`config.mk`:
```
export PLATFORM = sky130hd
export DESIGN_NAME = pcseq_core
export DESIGN_NICKNAME = d
export VERILOG_FILES = /design/src/pcseq_pkg.sv /design/src/pcseq_phase_gen.sv /design/src/pcseq_vec_sel.sv /design/src/pcseq_core.sv
export VERILOG_INCLUDE_DIRS = /design/src
export SDC_FILE = /design/constraint.sdc
export NUM_CORES = 1
export LEC_CHECK = 0
export BUFFER_PORTS_ARGS = -buffer_cell sky130_fd_sc_hd__buf_2
export CAP_MARGIN = 20
export CORE_ASPECT_RATIO = 0.75
export CORE_MARGIN = 5
export CORE_UTILIZATION = 30
export DETAILED_ROUTE_END_ITERATION = 16
export MAX_ROUTING_LAYER = met4
export PLACE_DENSITY = 0.65
export SLEW_MARGIN = 30
export SYNTH_ARGS = -nofsm -noshare
export SYNTH_HDL_FRONTEND = slang
export SYNTH_HIERARCHICAL = 1
export SYNTH_SLANG_ARGS = --single-unit
```
`constraint.sdc`:
```
create_clock -name i_core_clk -period 2.1 [get_ports i_core_clk]
set_input_delay 0.42 -clock i_core_clk [delete_from_list [all_inputs] [get_ports i_core_clk]]
set_output_delay 0.42 -clock i_core_clk [all_outputs]
set_load 0.01 [all_outputs]
```
`src/pcseq_cfg.svh`:
```
`ifndef PCSEQ_CFG_SVH
`define PCSEQ_CFG_SVH
// ----------------------------------------
// counter layout and fixed vectors
// ----------------------------------------
`define PCSEQ_PC_W        15
`define PCSEQ_ADDR_FLD_W  13
`define PCSEQ_PHASES      4
`define PCSEQ_RESET_VEC   15'h0000
`define PCSEQ_VEC_EXT_A   15'h0004
`define PCSEQ_VEC_EXT_B   15'h0008
`define PCSEQ_VEC_TMR_A   15'h000C
`define PCSEQ_VEC_TMR_B   15'h0010
`define PCSEQ_VEC_UART    15'h0014
`define PCSEQ_VEC_MULTI   15'h0018
`define PCSEQ_BANK_HI_BIT 6
`define PCSEQ_BANK_LO_BIT 5
`define PCSEQ_PAGE_LSB    8
`endif

```
`src/pcseq_pkg.sv`:
```
package pcseq_pkg;
   // ----------------------------------------
   // counter load sources
   // ----------------------------------------
   typedef enum logic [3:0] {
      PCSEQ_LD_NONE,
      PCSEQ_LD_IRQ_EXT_A,
      PCSEQ_LD_IRQ_EXT_B,
      PCSEQ_LD_IRQ_TMR_A,
      PCSEQ_LD_IRQ_TMR_B,
      PCSEQ_LD_IRQ_UART,
      PCSEQ_LD_IRQ_MULTI,
      PCSEQ_LD_SKIP,
      PCSEQ_LD_LOW_BYTE,
      PCSEQ_LD_JUMP,
      PCSEQ_LD_RETURN
   } pcseq_load_t;
endpackage

```
`src/pcseq_phase_gen.sv`:
```
`timescale 1ns/1ps
`default_nettype none
`include "pcseq_cfg.svh"
module pcseq_phase_gen #(
   parameter int PHASES = `PCSEQ_PHASES
) (
   input  wire logic              i_core_clk,
   input  wire logic              i_rst,
   output logic [PHASES-1:0]      o_phase,
   output logic                   o_cycle_end
);
   if (PHASES != 4) begin : g_bad_phases
      $error("phase count must be four");
   end
   logic [PHASES-1:0] ring_r;
   logic [PHASES-1:0] ring_nxt;
   always_comb begin
      ring_nxt = {ring_r[PHASES-2:0], ring_r[PHASES-1]};
   end
   always_ff @(posedge i_core_clk or posedge i_rst) begin
      if (i_rst) begin
         ring_r <= {{(PHASES-1){1'b0}}, 1'b1};
      end else begin
         ring_r <= ring_nxt;
      end
   end
   assign o_phase     = ring_r;
   assign o_cycle_end = ring_r[PHASES-1];
endmodule // pcseq_phase_gen
`default_nettype wire

```
`src/pcseq_vec_sel.sv`:
```
`timescale 1ns/1ps
`default_nettype none
`include "pcseq_cfg.svh"
module pcseq_vec_sel (
   input  wire pcseq_pkg::pcseq_load_t i_src,
   output logic [`PCSEQ_PC_W-1:0]      o_vec
);
   always_comb begin
      case (i_src)
         pcseq_pkg::PCSEQ_LD_IRQ_EXT_A: o_vec = `PCSEQ_VEC_EXT_A;
         pcseq_pkg::PCSEQ_LD_IRQ_EXT_B: o_vec = `PCSEQ_VEC_EXT_B;
         pcseq_pkg::PCSEQ_LD_IRQ_TMR_A: o_vec = `PCSEQ_VEC_TMR_A;
         pcseq_pkg::PCSEQ_LD_IRQ_TMR_B: o_vec = `PCSEQ_VEC_TMR_B;
         pcseq_pkg::PCSEQ_LD_IRQ_UART:  o_vec = `PCSEQ_VEC_UART;
         pcseq_pkg::PCSEQ_LD_IRQ_MULTI: o_vec = `PCSEQ_VEC_MULTI;
         default:                       o_vec = `PCSEQ_RESET_VEC;
      endcase
   end
endmodule // pcseq_vec_sel
`default_nettype wire

```
`src/pcseq_core.sv`:
```
`timescale 1ns/1ps
`default_nettype none
`include "pcseq_cfg.svh"
module pcseq_core #(
   parameter int PC_W  = `PCSEQ_PC_W,
   parameter int FLD_W = `PCSEQ_ADDR_FLD_W
) (
   input  wire logic                   i_core_clk,
   input  wire logic                   i_rst,
   input  wire logic [15:0]            i_fetch_word,
   input  wire pcseq_pkg::pcseq_load_t i_load_src,
   input  wire logic [FLD_W-1:0]       i_jump_addr,
   input  wire logic [7:0]             i_counter_low_byte,
   input  wire logic [7:0]             i_bank_select_pointer,
   input  wire logic [PC_W-1:0]        i_stack_top,
   output logic [PC_W-1:0]             o_fetch_addr,
   output logic                        o_fetch_strobe,
   output logic [15:0]                 o_exec_word,
   output logic                        o_exec_valid,
   output logic                        o_load_taken,
   output logic [PC_W-1:0]             o_push_value,
   output logic [3:0]                  o_phase,
   output logic [PC_W-1:0]             o_pc
);
   if (PC_W != 15 || FLD_W != 13) begin : g_bad_layout
      $error("counter layout must be 15/13 bits");
   end

   // ----------------------------------------
   // phase generation
   // ----------------------------------------
   logic cycle_end;
   pcseq_phase_gen #(
      .PHASES (4)
   ) u_phase (
      .i_core_clk  (i_core_clk),
      .i_rst       (i_rst),
      .o_phase     (o_phase),
      .o_cycle_end (cycle_end)
   );

   // ----------------------------------------
   // fixed vector lookup
   // ----------------------------------------
   logic [PC_W-1:0] vec;
   pcseq_vec_sel u_vec (
      .i_src (i_load_src),
      .o_vec (vec)
   );

   // ----------------------------------------
   // counter, fetch latch and dummy cycle
   // ----------------------------------------
   logic [PC_W-1:0] pc_r;
   logic [PC_W-1:0] pc_nxt;
   logic [15:0]     exec_word_r;
   logic [15:0]     exec_word_nxt;
   logic            exec_valid_r;
   logic            exec_valid_nxt;
   logic            dummy_r;
   logic            dummy_nxt;
   logic [PC_W-1:0] fetch_addr_r;
   logic [PC_W-1:0] fetch_addr_nxt;
   logic [PC_W-1:0] target;
   logic            load;
   logic [PC_W-1:0] plus_one;
   logic [PC_W-1:0] bank_base;
   logic [FLD_W-1:0] skip_low;

   always_comb begin
      plus_one  = pc_r + 15'h0001;
      bank_base = {pc_r[PC_W-1:FLD_W], {FLD_W{1'b0}}};
      // pc_r points at the discarded word; one more gives plus two
      skip_low  = plus_one[FLD_W-1:0];
      load      = 1'b1;
      case (i_load_src)
         pcseq_pkg::PCSEQ_LD_IRQ_EXT_A,
         pcseq_pkg::PCSEQ_LD_IRQ_EXT_B,
         pcseq_pkg::PCSEQ_LD_IRQ_TMR_A,
         pcseq_pkg::PCSEQ_LD_IRQ_TMR_B,
         pcseq_pkg::PCSEQ_LD_IRQ_UART,
         pcseq_pkg::PCSEQ_LD_IRQ_MULTI: begin
            target = vec;
         end
         pcseq_pkg::PCSEQ_LD_SKIP: begin
            target = bank_base | {2'b00, skip_low};
         end
         pcseq_pkg::PCSEQ_LD_LOW_BYTE: begin
            target = {pc_r[PC_W-1:`PCSEQ_PAGE_LSB], i_counter_low_byte};
         end
         pcseq_pkg::PCSEQ_LD_JUMP: begin
            target = {i_bank_select_pointer[`PCSEQ_BANK_HI_BIT],
                      i_bank_select_pointer[`PCSEQ_BANK_LO_BIT],
                      i_jump_addr};
         end
         pcseq_pkg::PCSEQ_LD_RETURN: begin
            target = i_stack_top;
         end
         default: begin
            target = pc_r;
            load   = 1'b0;
         end
      endcase

      pc_nxt         = pc_r;
      exec_word_nxt  = exec_word_r;
      exec_valid_nxt = exec_valid_r;
      dummy_nxt      = dummy_r;
      fetch_addr_nxt = fetch_addr_r;
      if (cycle_end) begin
         if (load && !dummy_r) begin
            // fetched word is stale: flush it and refetch at target
            pc_nxt         = target;
            fetch_addr_nxt = target;
            exec_valid_nxt = 1'b0;
            dummy_nxt      = 1'b1;
         end else begin
            // execute what was fetched, fetch the next word in parallel
            exec_word_nxt  = i_fetch_word;
            exec_valid_nxt = 1'b1;
            fetch_addr_nxt = plus_one;
            pc_nxt         = plus_one;
            dummy_nxt      = 1'b0;
         end
      end
   end

   always_ff @(posedge i_core_clk or posedge i_rst) begin
      if (i_rst) begin
         pc_r         <= `PCSEQ_RESET_VEC;
         fetch_addr_r <= `PCSEQ_RESET_VEC;
         exec_word_r  <= 16'h0000;
         exec_valid_r <= 1'b0;
         dummy_r      <= 1'b0;
      end else begin
         pc_r         <= pc_nxt;
         fetch_addr_r <= fetch_addr_nxt;
         exec_word_r  <= exec_word_nxt;
         exec_valid_r <= exec_valid_nxt;
         dummy_r      <= dummy_nxt;
      end
   end

   assign o_pc           = pc_r;
   assign o_fetch_addr   = fetch_addr_r;
   assign o_fetch_strobe = cycle_end;
   assign o_exec_word    = exec_word_r;
   assign o_exec_valid   = exec_valid_r;
   assign o_load_taken   = cycle_end && load && !dummy_r;
   assign o_push_value   = pc_r;

   // ----------------------------------------
   // checks
   // ----------------------------------------
   property p_four_phase;
      @(posedge i_core_clk) disable iff (i_rst)
         cycle_end |=> !cycle_end ##1 !cycle_end ##1 !cycle_end ##1 cycle_end;
   endproperty
   a_four_phase: assert property (p_four_phase) else $error("phase period not four");

   property p_incr;
      @(posedge i_core_clk) disable iff (i_rst)
         (cycle_end && !(load && !dummy_r)) |=> pc_r == $past(pc_r) + 15'h0001;
   endproperty
   a_incr: assert property (p_incr) else $error("counter not incremented");

   property p_two_cycle;
      @(posedge i_core_clk) disable iff (i_rst)
         o_load_taken |=> !exec_valid_r ##4 exec_valid_r;
   endproperty
   a_two_cycle: assert property (p_two_cycle) else $error("dummy cycle missing");

   property p_ext_a;
      @(posedge i_core_clk) disable iff (i_rst)
         (o_load_taken && i_load_src == pcseq_pkg::PCSEQ_LD_IRQ_EXT_A) |=> pc_r == 15'h0004;
   endproperty
   a_ext_a: assert property (p_ext_a) else $error("bad vector a");

   property p_multi;
      @(posedge i_core_clk) disable iff (i_rst)
         (o_load_taken && i_load_src == pcseq_pkg::PCSEQ_LD_IRQ_MULTI) |=> pc_r == 15'h0018;
   endproperty
   a_multi: assert property (p_multi) else $error("bad multi vector");

   property p_jump;
      @(posedge i_core_clk) disable iff (i_rst)
         (o_load_taken && i_load_src == pcseq_pkg::PCSEQ_LD_JUMP) |=>
            pc_r == {$past(i_bank_select_pointer[6]), $past(i_bank_select_pointer[5]),
                     $past(i_jump_addr)};
   endproperty
   a_jump: assert property (p_jump) else $error("bad jump target");

   property p_low_byte;
      @(posedge i_core_clk) disable iff (i_rst)
         (o_load_taken && i_load_src == pcseq_pkg::PCSEQ_LD_LOW_BYTE) |=>
            pc_r[14:8] == $past(pc_r[14:8]) && pc_r[7:0] == $past(i_counter_low_byte);
   endproperty
   a_low_byte: assert property (p_low_byte) else $error("bad page jump");

   property p_ret;
      @(posedge i_core_clk) disable iff (i_rst)
         (o_load_taken && i_load_src == pcseq_pkg::PCSEQ_LD_RETURN) |=> pc_r == $past(i_stack_top);
   endproperty
   a_ret: assert property (p_ret) else $error("bad return target");

   property p_skip;
      @(posedge i_core_clk) disable iff (i_rst)
         (o_load_taken && i_load_src == pcseq_pkg::PCSEQ_LD_SKIP) |=>
            pc_r[14:13] == $past(pc_r[14:13]) && pc_r[12:0] == $past(pc_r[12:0]) + 13'h0001;
   endproperty
   a_skip: assert property (p_skip) else $error("bad skip target");

   // ----------------------------------------
   // checks: remaining vectors and pipeline
   // ----------------------------------------
   property p_ext_b;
      @(posedge i_core_clk) disable iff (i_rst)
         (o_load_taken && i_load_src == pcseq_pkg::PCSEQ_LD_IRQ_EXT_B) |=> pc_r == 15'h0008;
   endproperty
   a_ext_b: assert property (p_ext_b) else $error("bad vector b");

   property p_tmr_a;
      @(posedge i_core_clk) disable iff (i_rst)
         (o_load_taken && i_load_src == pcseq_pkg::PCSEQ_LD_IRQ_TMR_A) |=> pc_r == 15'h000c;
   endproperty
   a_tmr_a: assert property (p_tmr_a) else $error("bad first timer vector");

   property p_tmr_b;
      @(posedge i_core_clk) disable iff (i_rst)
         (o_load_taken && i_load_src == pcseq_pkg::PCSEQ_LD_IRQ_TMR_B) |=> pc_r == 15'h0010;
   endproperty
   a_tmr_b: assert property (p_tmr_b) else $error("bad second timer vector");

   property p_uart;
      @(posedge i_core_clk) disable iff (i_rst)
         (o_load_taken && i_load_src == pcseq_pkg::PCSEQ_LD_IRQ_UART) |=> pc_r == 15'h0014;
   endproperty
   a_uart: assert property (p_uart) else $error("bad uart vector");

   // reset release: counter, fetch address and pipeline start clear
   property p_reset_vec;
      @(posedge i_core_clk) disable iff (i_rst)
         $fell(i_rst) |->
            pc_r == 15'h0000 && fetch_addr_r == 15'h0000 && !exec_valid_r;
   endproperty
   a_reset_vec: assert property (p_reset_vec) else $error("reset state wrong");

   property p_fetch_exec;
      @(posedge i_core_clk) disable iff (i_rst)
         (cycle_end && !o_load_taken) |=>
            exec_valid_r && exec_word_r == $past(i_fetch_word);
   endproperty
   a_fetch_exec: assert property (p_fetch_exec) else $error("fetched word not executed");

   // counter, fetch address and executed word stand for the whole instruction cycle
   property p_stable;
      @(posedge i_core_clk) disable iff (i_rst)
         !cycle_end |=> pc_r == $past(pc_r) && fetch_addr_r == $past(fetch_addr_r) &&
                        exec_word_r == $past(exec_word_r);
   endproperty
   a_stable: assert property (p_stable) else $error("outputs moved mid cycle");

   property p_onehot;
      @(posedge i_core_clk) disable iff (i_rst)
         $onehot(o_phase);
   endproperty
   a_onehot: assert property (p_onehot) else $error("phase ring not one-hot");

   property p_fetch_follows;
      @(posedge i_core_clk) disable iff (i_rst)
         cycle_end |=> fetch_addr_r == pc_r;
   endproperty
   a_fetch_follows: assert property (p_fetch_follows) else $error("fetch address off");

   property p_dummy_exec;
      @(posedge i_core_clk) disable iff (i_rst)
         (cycle_end && dummy_r) |=> exec_valid_r;
   endproperty
   a_dummy_exec: assert property (p_dummy_exec) else $error("load taken in dummy cycle");

   property p_dummy_len;
      @(posedge i_core_clk) disable iff (i_rst)
         o_load_taken |=> !exec_valid_r [*4];
   endproperty
   a_dummy_len: assert property (p_dummy_len) else $error("dummy cycle too short");

   property p_flush;
      @(posedge i_core_clk) disable iff (i_rst)
         o_load_taken |=> exec_word_r == $past(exec_word_r);
   endproperty
   a_flush: assert property (p_flush) else $error("stale word latched on load");
endmodule // pcseq_core
`default_nettype wire

```
Word level (Yosys, flattened, before mapping)

Index checks and enable logic that the tools add are counted.

Word-level logic and storage cells: 37
Register bits after elaboration: 37
Output and inout bits: 68
Input port bits: 66

Reduce and logical (&&, ||, !) cells: 9
Bitwise operators: 2
Muxes and demuxes: 6
$add $sub $neg: 1
Equal/unequal tests: 13

Operator list:

| kind                                                  | number |
|---|---|
| case mux 15 bit (5 select lines)                      | 1 |
| case mux 5 bit (6 select lines)                       | 1 |
| == test 4 x 3 -> 1 bit, second input constant         | 4 |
| adder 15 x 1 -> 15 bit, second input constant         | 1 |
| two-way mux 15 bit                                    | 1 |
| OR 15 x 13 -> 15 bit                                  | 1 |
| == test 4 bit, second input constant                  | 3 |
| OR reduction 10 bit                                   | 1 |
| == test 4 x 2 -> 1 bit, second input constant         | 2 |
| inequality test 6 x 1 -> 1 bit, second input constant | 1 |
| OR reduction 6 bit                                    | 1 |
| inequality test 5 x 1 -> 1 bit, second input constant | 1 |
| == test 4 x 1 -> 1 bit, second input constant         | 1 |
| AND reduction 2 bit                                   | 2 |
| logical AND 1 bit                                     | 3 |
| two-way mux 1 bit                                     | 3 |
| AND reduction 3 bit                                   | 1 |
| inequality test 2 bit, second input constant          | 1 |
| logical NOT 1 bit                                     | 1 |
| inverter 1 bit                                        | 1 |

Logic depth before layout (Yosys ltp)

Depth in word-level cells: 6
Depth in mapped cells: 7
Gate-level depth less buffers: 6

Cells and area by module

Netlist, hierarchy kept.

By module, submodules not included:

| module          | instances | cells an instance | area an instance (um^2) | seq. area each (um^2) |
|---|---|---|---|---|
| pcseq_core      | 1         | 264               | 2488.6                  | 825.8 |
| pcseq_vec_sel   | 1         | 19                | 132.6                   | 0.0 |
| pcseq_phase_gen | 1         | 6                 | 112.6                   | 101.3 |

Worst setup path after synthesis

No wires, ideal clock.

Path type: input to register
Start: input i_load_src[1]
End: register exec_word_r[10], in the netlist o_exec_word[10]
Setup slack: 0.226 ns
Setup time: 0.128 ns
Stages: 6
Data required time: 1.972 ns
Data arrival time: 1.746 ns
Path buffers: 2
Cell sequence: buf_6 > a21o_4 > a211o_4 > nand2_4 > buf_4 > mux2_1

Word-level cells in the longest chain between the ends: 6
Elaborated cells between the ends (all ways): 15
Classes of those cells: eq/ne: 10; mux: 1; bitwise: 1; reduce/logical: 3

RTL lines:

| item                                  | line              | source |
|---|---|---|
| start: declaration                    | pcseq_core.sv:11  | `input wire pcseq_pkg::pcseq_load_t i_load_src,` |
| == test 4 bit (tied with other cells) | pcseq_core.sv:76  | `case (i_load_src)` |
| OR reduction 10 bit (no line) *       | -                 |  |
| two-way mux 1 bit *                   | pcseq_core.sv:76  |  |
| logical AND 1 bit *                   | pcseq_core.sv:111 | `if (load && !dummy_r) begin` |
| inverter 1 bit (no line) *            | -                 |  |
| AND reduction 2 bit (no line) *       | -                 |  |
| end signal: assignment                | pcseq_core.sv:138 | `exec_word_r <= exec_word_nxt;` |
| end: declaration                      | pcseq_core.sv:56  | `logic [15:0] exec_word_r;` |

Mark *: on every way between the ends. The rest lies on a longest branch, timed or not.
A chain may end at the register's enable or synchronous reset.

Final worst setup path

Start: input i_load_src[0]
End: output o_load_taken

Word-level cells in the longest chain between the ends: 5
Elaborated cells between the ends (all ways): 14
Classes of those cells: eq/ne: 10; mux: 1; reduce/logical: 3

RTL lines:

| item                                  | line              | source |
|---|---|---|
| == test 4 bit (tied with other cells) | pcseq_core.sv:76  |  |
| OR reduction 10 bit (no line) *       | -                 |  |
| two-way mux 1 bit *                   | pcseq_core.sv:76  |  |
| logical AND 1 bit * (2 in series)     | pcseq_core.sv:149 | `assign o_load_taken = cycle_end && load && !dummy_r;` |
| end: declaration                      | pcseq_core.sv:20  | `output logic o_load_taken,` |

Marked as above.

==> out/metrics.cfg <==
[outcome]
status = completed

[critical_path]
required_ps = 1680
cp_top_family = compound AO/OA/AOI/OAI gates
cpMostUsedCell = buf_2
reg2reg_to = o_fetch_addr[12]
path_class = input port to output port
crit_arrival_ps = 1540
crit_start = i_load_src[0]
regToRegSetupSlack_ps = 220
crit_fanout = 6
ff2ff_path_depth = 6
path_cells = buf_2, a21o_4, a211oi_2, nand2_1, inv_2, buf_2
cp-start-kind = input port
max_stage_delay_ps = 380
cp.buffers_inverters = 3
path_depth = 6
reg2reg_from = o_fetch_addr[1]
cp-endpoint = o_load_taken
cpMaxStageDelayCell = a211oi_2
setup.worst_path.end_class = output port

[yosys]
ys.warnings.count = 6
yosys-top-cells-area = dfrtp_1 33%, buf_4 13%, mux2_2 4.9%, mux2_1 3.7%, o21ai_0 2.6%
synth_common_cells = 48 x buf_4, 36 x dfrtp_1, 17 x nand2_1, 17 x nor2_1, 14 x o21ai_0
synth_seq_cells = 37
syn_area_per_cell_um2 = 9.46
yosysTopAreaCell = dfrtp_1
synth_ff_type = dfrtp_1
yosysMostFrequentCell = buf_4
ys_types = 65
synthArstFlopShare = 1.00
syn_inst = 289
synth_edf_count = 0
synth_sequential_area_ratio = 0.339
syn_area_um2 = 2730
synth_top_cell_area_share = 0.330

[detailed_routing]
antenna_left = 0
totalWireLength_um = 7700
drc = 0
vias = 2560
first_pass_iters = 5
wire_per_inst_um = 14.9
drt_iter0_drc = 196
via_per_inst = 4.96

[floorplanning]
die_w_um = 120
num_rows = 30
die_h_um = 92.7
die-area_um2 = 11100
initial_utilization = 0.305
core_area_um2 = 8970
ioPinCount = 134

[clock_network]
post_cts_resized = 0
cts_tree = built
cts.sinks = 37
numCtsBuffers = 5
htree_levels = 2
cts_hold_buffers = 0
clkLatencyLatePin_ps = 280
ctsLongestPathBuffers = 2
clkTransAtPathRegs_ps = 50
post_cts_buffers = 0
cts-root-buf = clkbuf_16

[sta]
skew_ps = 7.41
rsz0062_at_grt = false
setup_viol = 0
max_freq_ghz = 0.511
hold_viol = 0
slew_viol_final = 0
setup-tns-final_ps = 0
post-route-period-util = 0.932
whs_ps = 21.8
fin_crit_ps = 1960

[power]
p_per_area_nw_per_um2 = 519
ir_worst_vdd_mv = 0.284
p_leak_nw = 1.85
power_mw = 1.81

[place]
place_hpwl_um = 6240
gp_congestion = 0.888
portBuffers = 127

[global_routing]
grt_usage = 0.143
antenna_found_initial = 0
grt_pass1_wl_um = 12500
grt_pass1_vias = 2448
globalRouteOverflowTotal = 0
grt_max_degree = 34

[final_layout]
antenna_cells = 0
fillers = 889
final_nets = 470
area_growth_pct = 27.5
final_layout_size_suffix_gt1_frac = 0.460

[flow_run]
cap_violations = 0

[hold_path]
worstHoldPathType = input port to async pin

-- sequential cells by signal, indices dropped and copies added (netlist names) --
name / cells
dummy_r: 1
u_phase/o_phase: 4
o_exec_word: 16
o_fetch_addr: 15
o_exec_valid: 1
-- stage by stage --
stage          instances  worst slack (ps)  utilization  cell area, µm²
5_1_grt              516              47.9        0.389            3490
2_1_floorplan        300               226            -            2780
3_5_place_dp         508               117        0.372            3340
3_3_place_gp         508               114        0.372            3340
6_report             516               142        0.389            3490
4_1_cts              516               149        0.389            3490
-- metal layers --
| layer | vias to the layer above | global-route usage | share of wire | routed length [µm] |
|---|---|---|---|---|
| met5 | - | - | 0 | 0 |
| met3 | 6 | 0.0366 | 0.099 | 764 |
| met4 | 0 | 0.0245 | 0.0066 | 51 |
| li1 | 1250 | - | - | - |
| met2 | 123 | 0.208 | 0.43 | 3330 |
| met1 | 1181 | 0.204 | 0.46 | 3560 |
-- cells in the final DEF, fill, tap and decap left out, types with 6 or more instances in the layout --
master,netlist,final
buf_2,4,127
dfrtp_1,36,36
buf_4,48,26
nand2_1,17,17
nor2_1,17,17
o21ai_0,14,14
a21oi_1,13,13
mux2_2,12,12
conb_1,1,12
inv_1,9,9
a22oi_1,9,9
o22ai_1,9,9
mux2_1,9,9
nand3_1,6,6
o21ai_1,6,6
-- how the worst min path moves through the flow --
stage / startpoint / to / slack [ps] / cells after the start
2_1_floorplan: i_rst / u_phase/o_phase[1] / 190 / 1
3_3_place_gp: i_rst / u_phase/o_phase[1] / 310 / 2
3_5_place_dp: i_rst / u_phase/o_phase[1] / 320 / 2
4_1_cts: i_rst / u_phase/o_phase[1] / 20 / 2
5_1_grt: i_rst / u_phase/o_phase[2] / 20 / 2
6_report: i_rst / u_phase/o_phase[3] / 20 / 2
-- cell type report --
cell class              count  area (µm²)  share of cell area
repair buffers            153         831               0.238
multi-input cells         196        1400               0.403
clock buffers               8         146              0.0420
inverters                  10        37.5              0.0108
flip-flops and latches     37         927               0.266
well taps                 112         140              0.0402
-- power breakdown --
group	internal, mW	total [mW]	switching, mW
Sequential	0.724	0.744	0.0200
Clock	0.473	0.744	0.270
Combinational	0.150	0.320	0.170
Total	1.35	1.81	0.460
-- cells by family after synthesis --
group,Yosys count,synth area share
flip-flops,37,0.339
other,1,0.00137
buffers and inverters,67,0.162
adder cells (fa/ha/maj),1,0.00458
AO/OA/AOI/OAI,93,0.265
XOR/XNOR,1,0.00320
multiplexers,23,0.0938
AND/OR/NAND/NOR,66,0.131
Power figures use the tool's default switching activity.
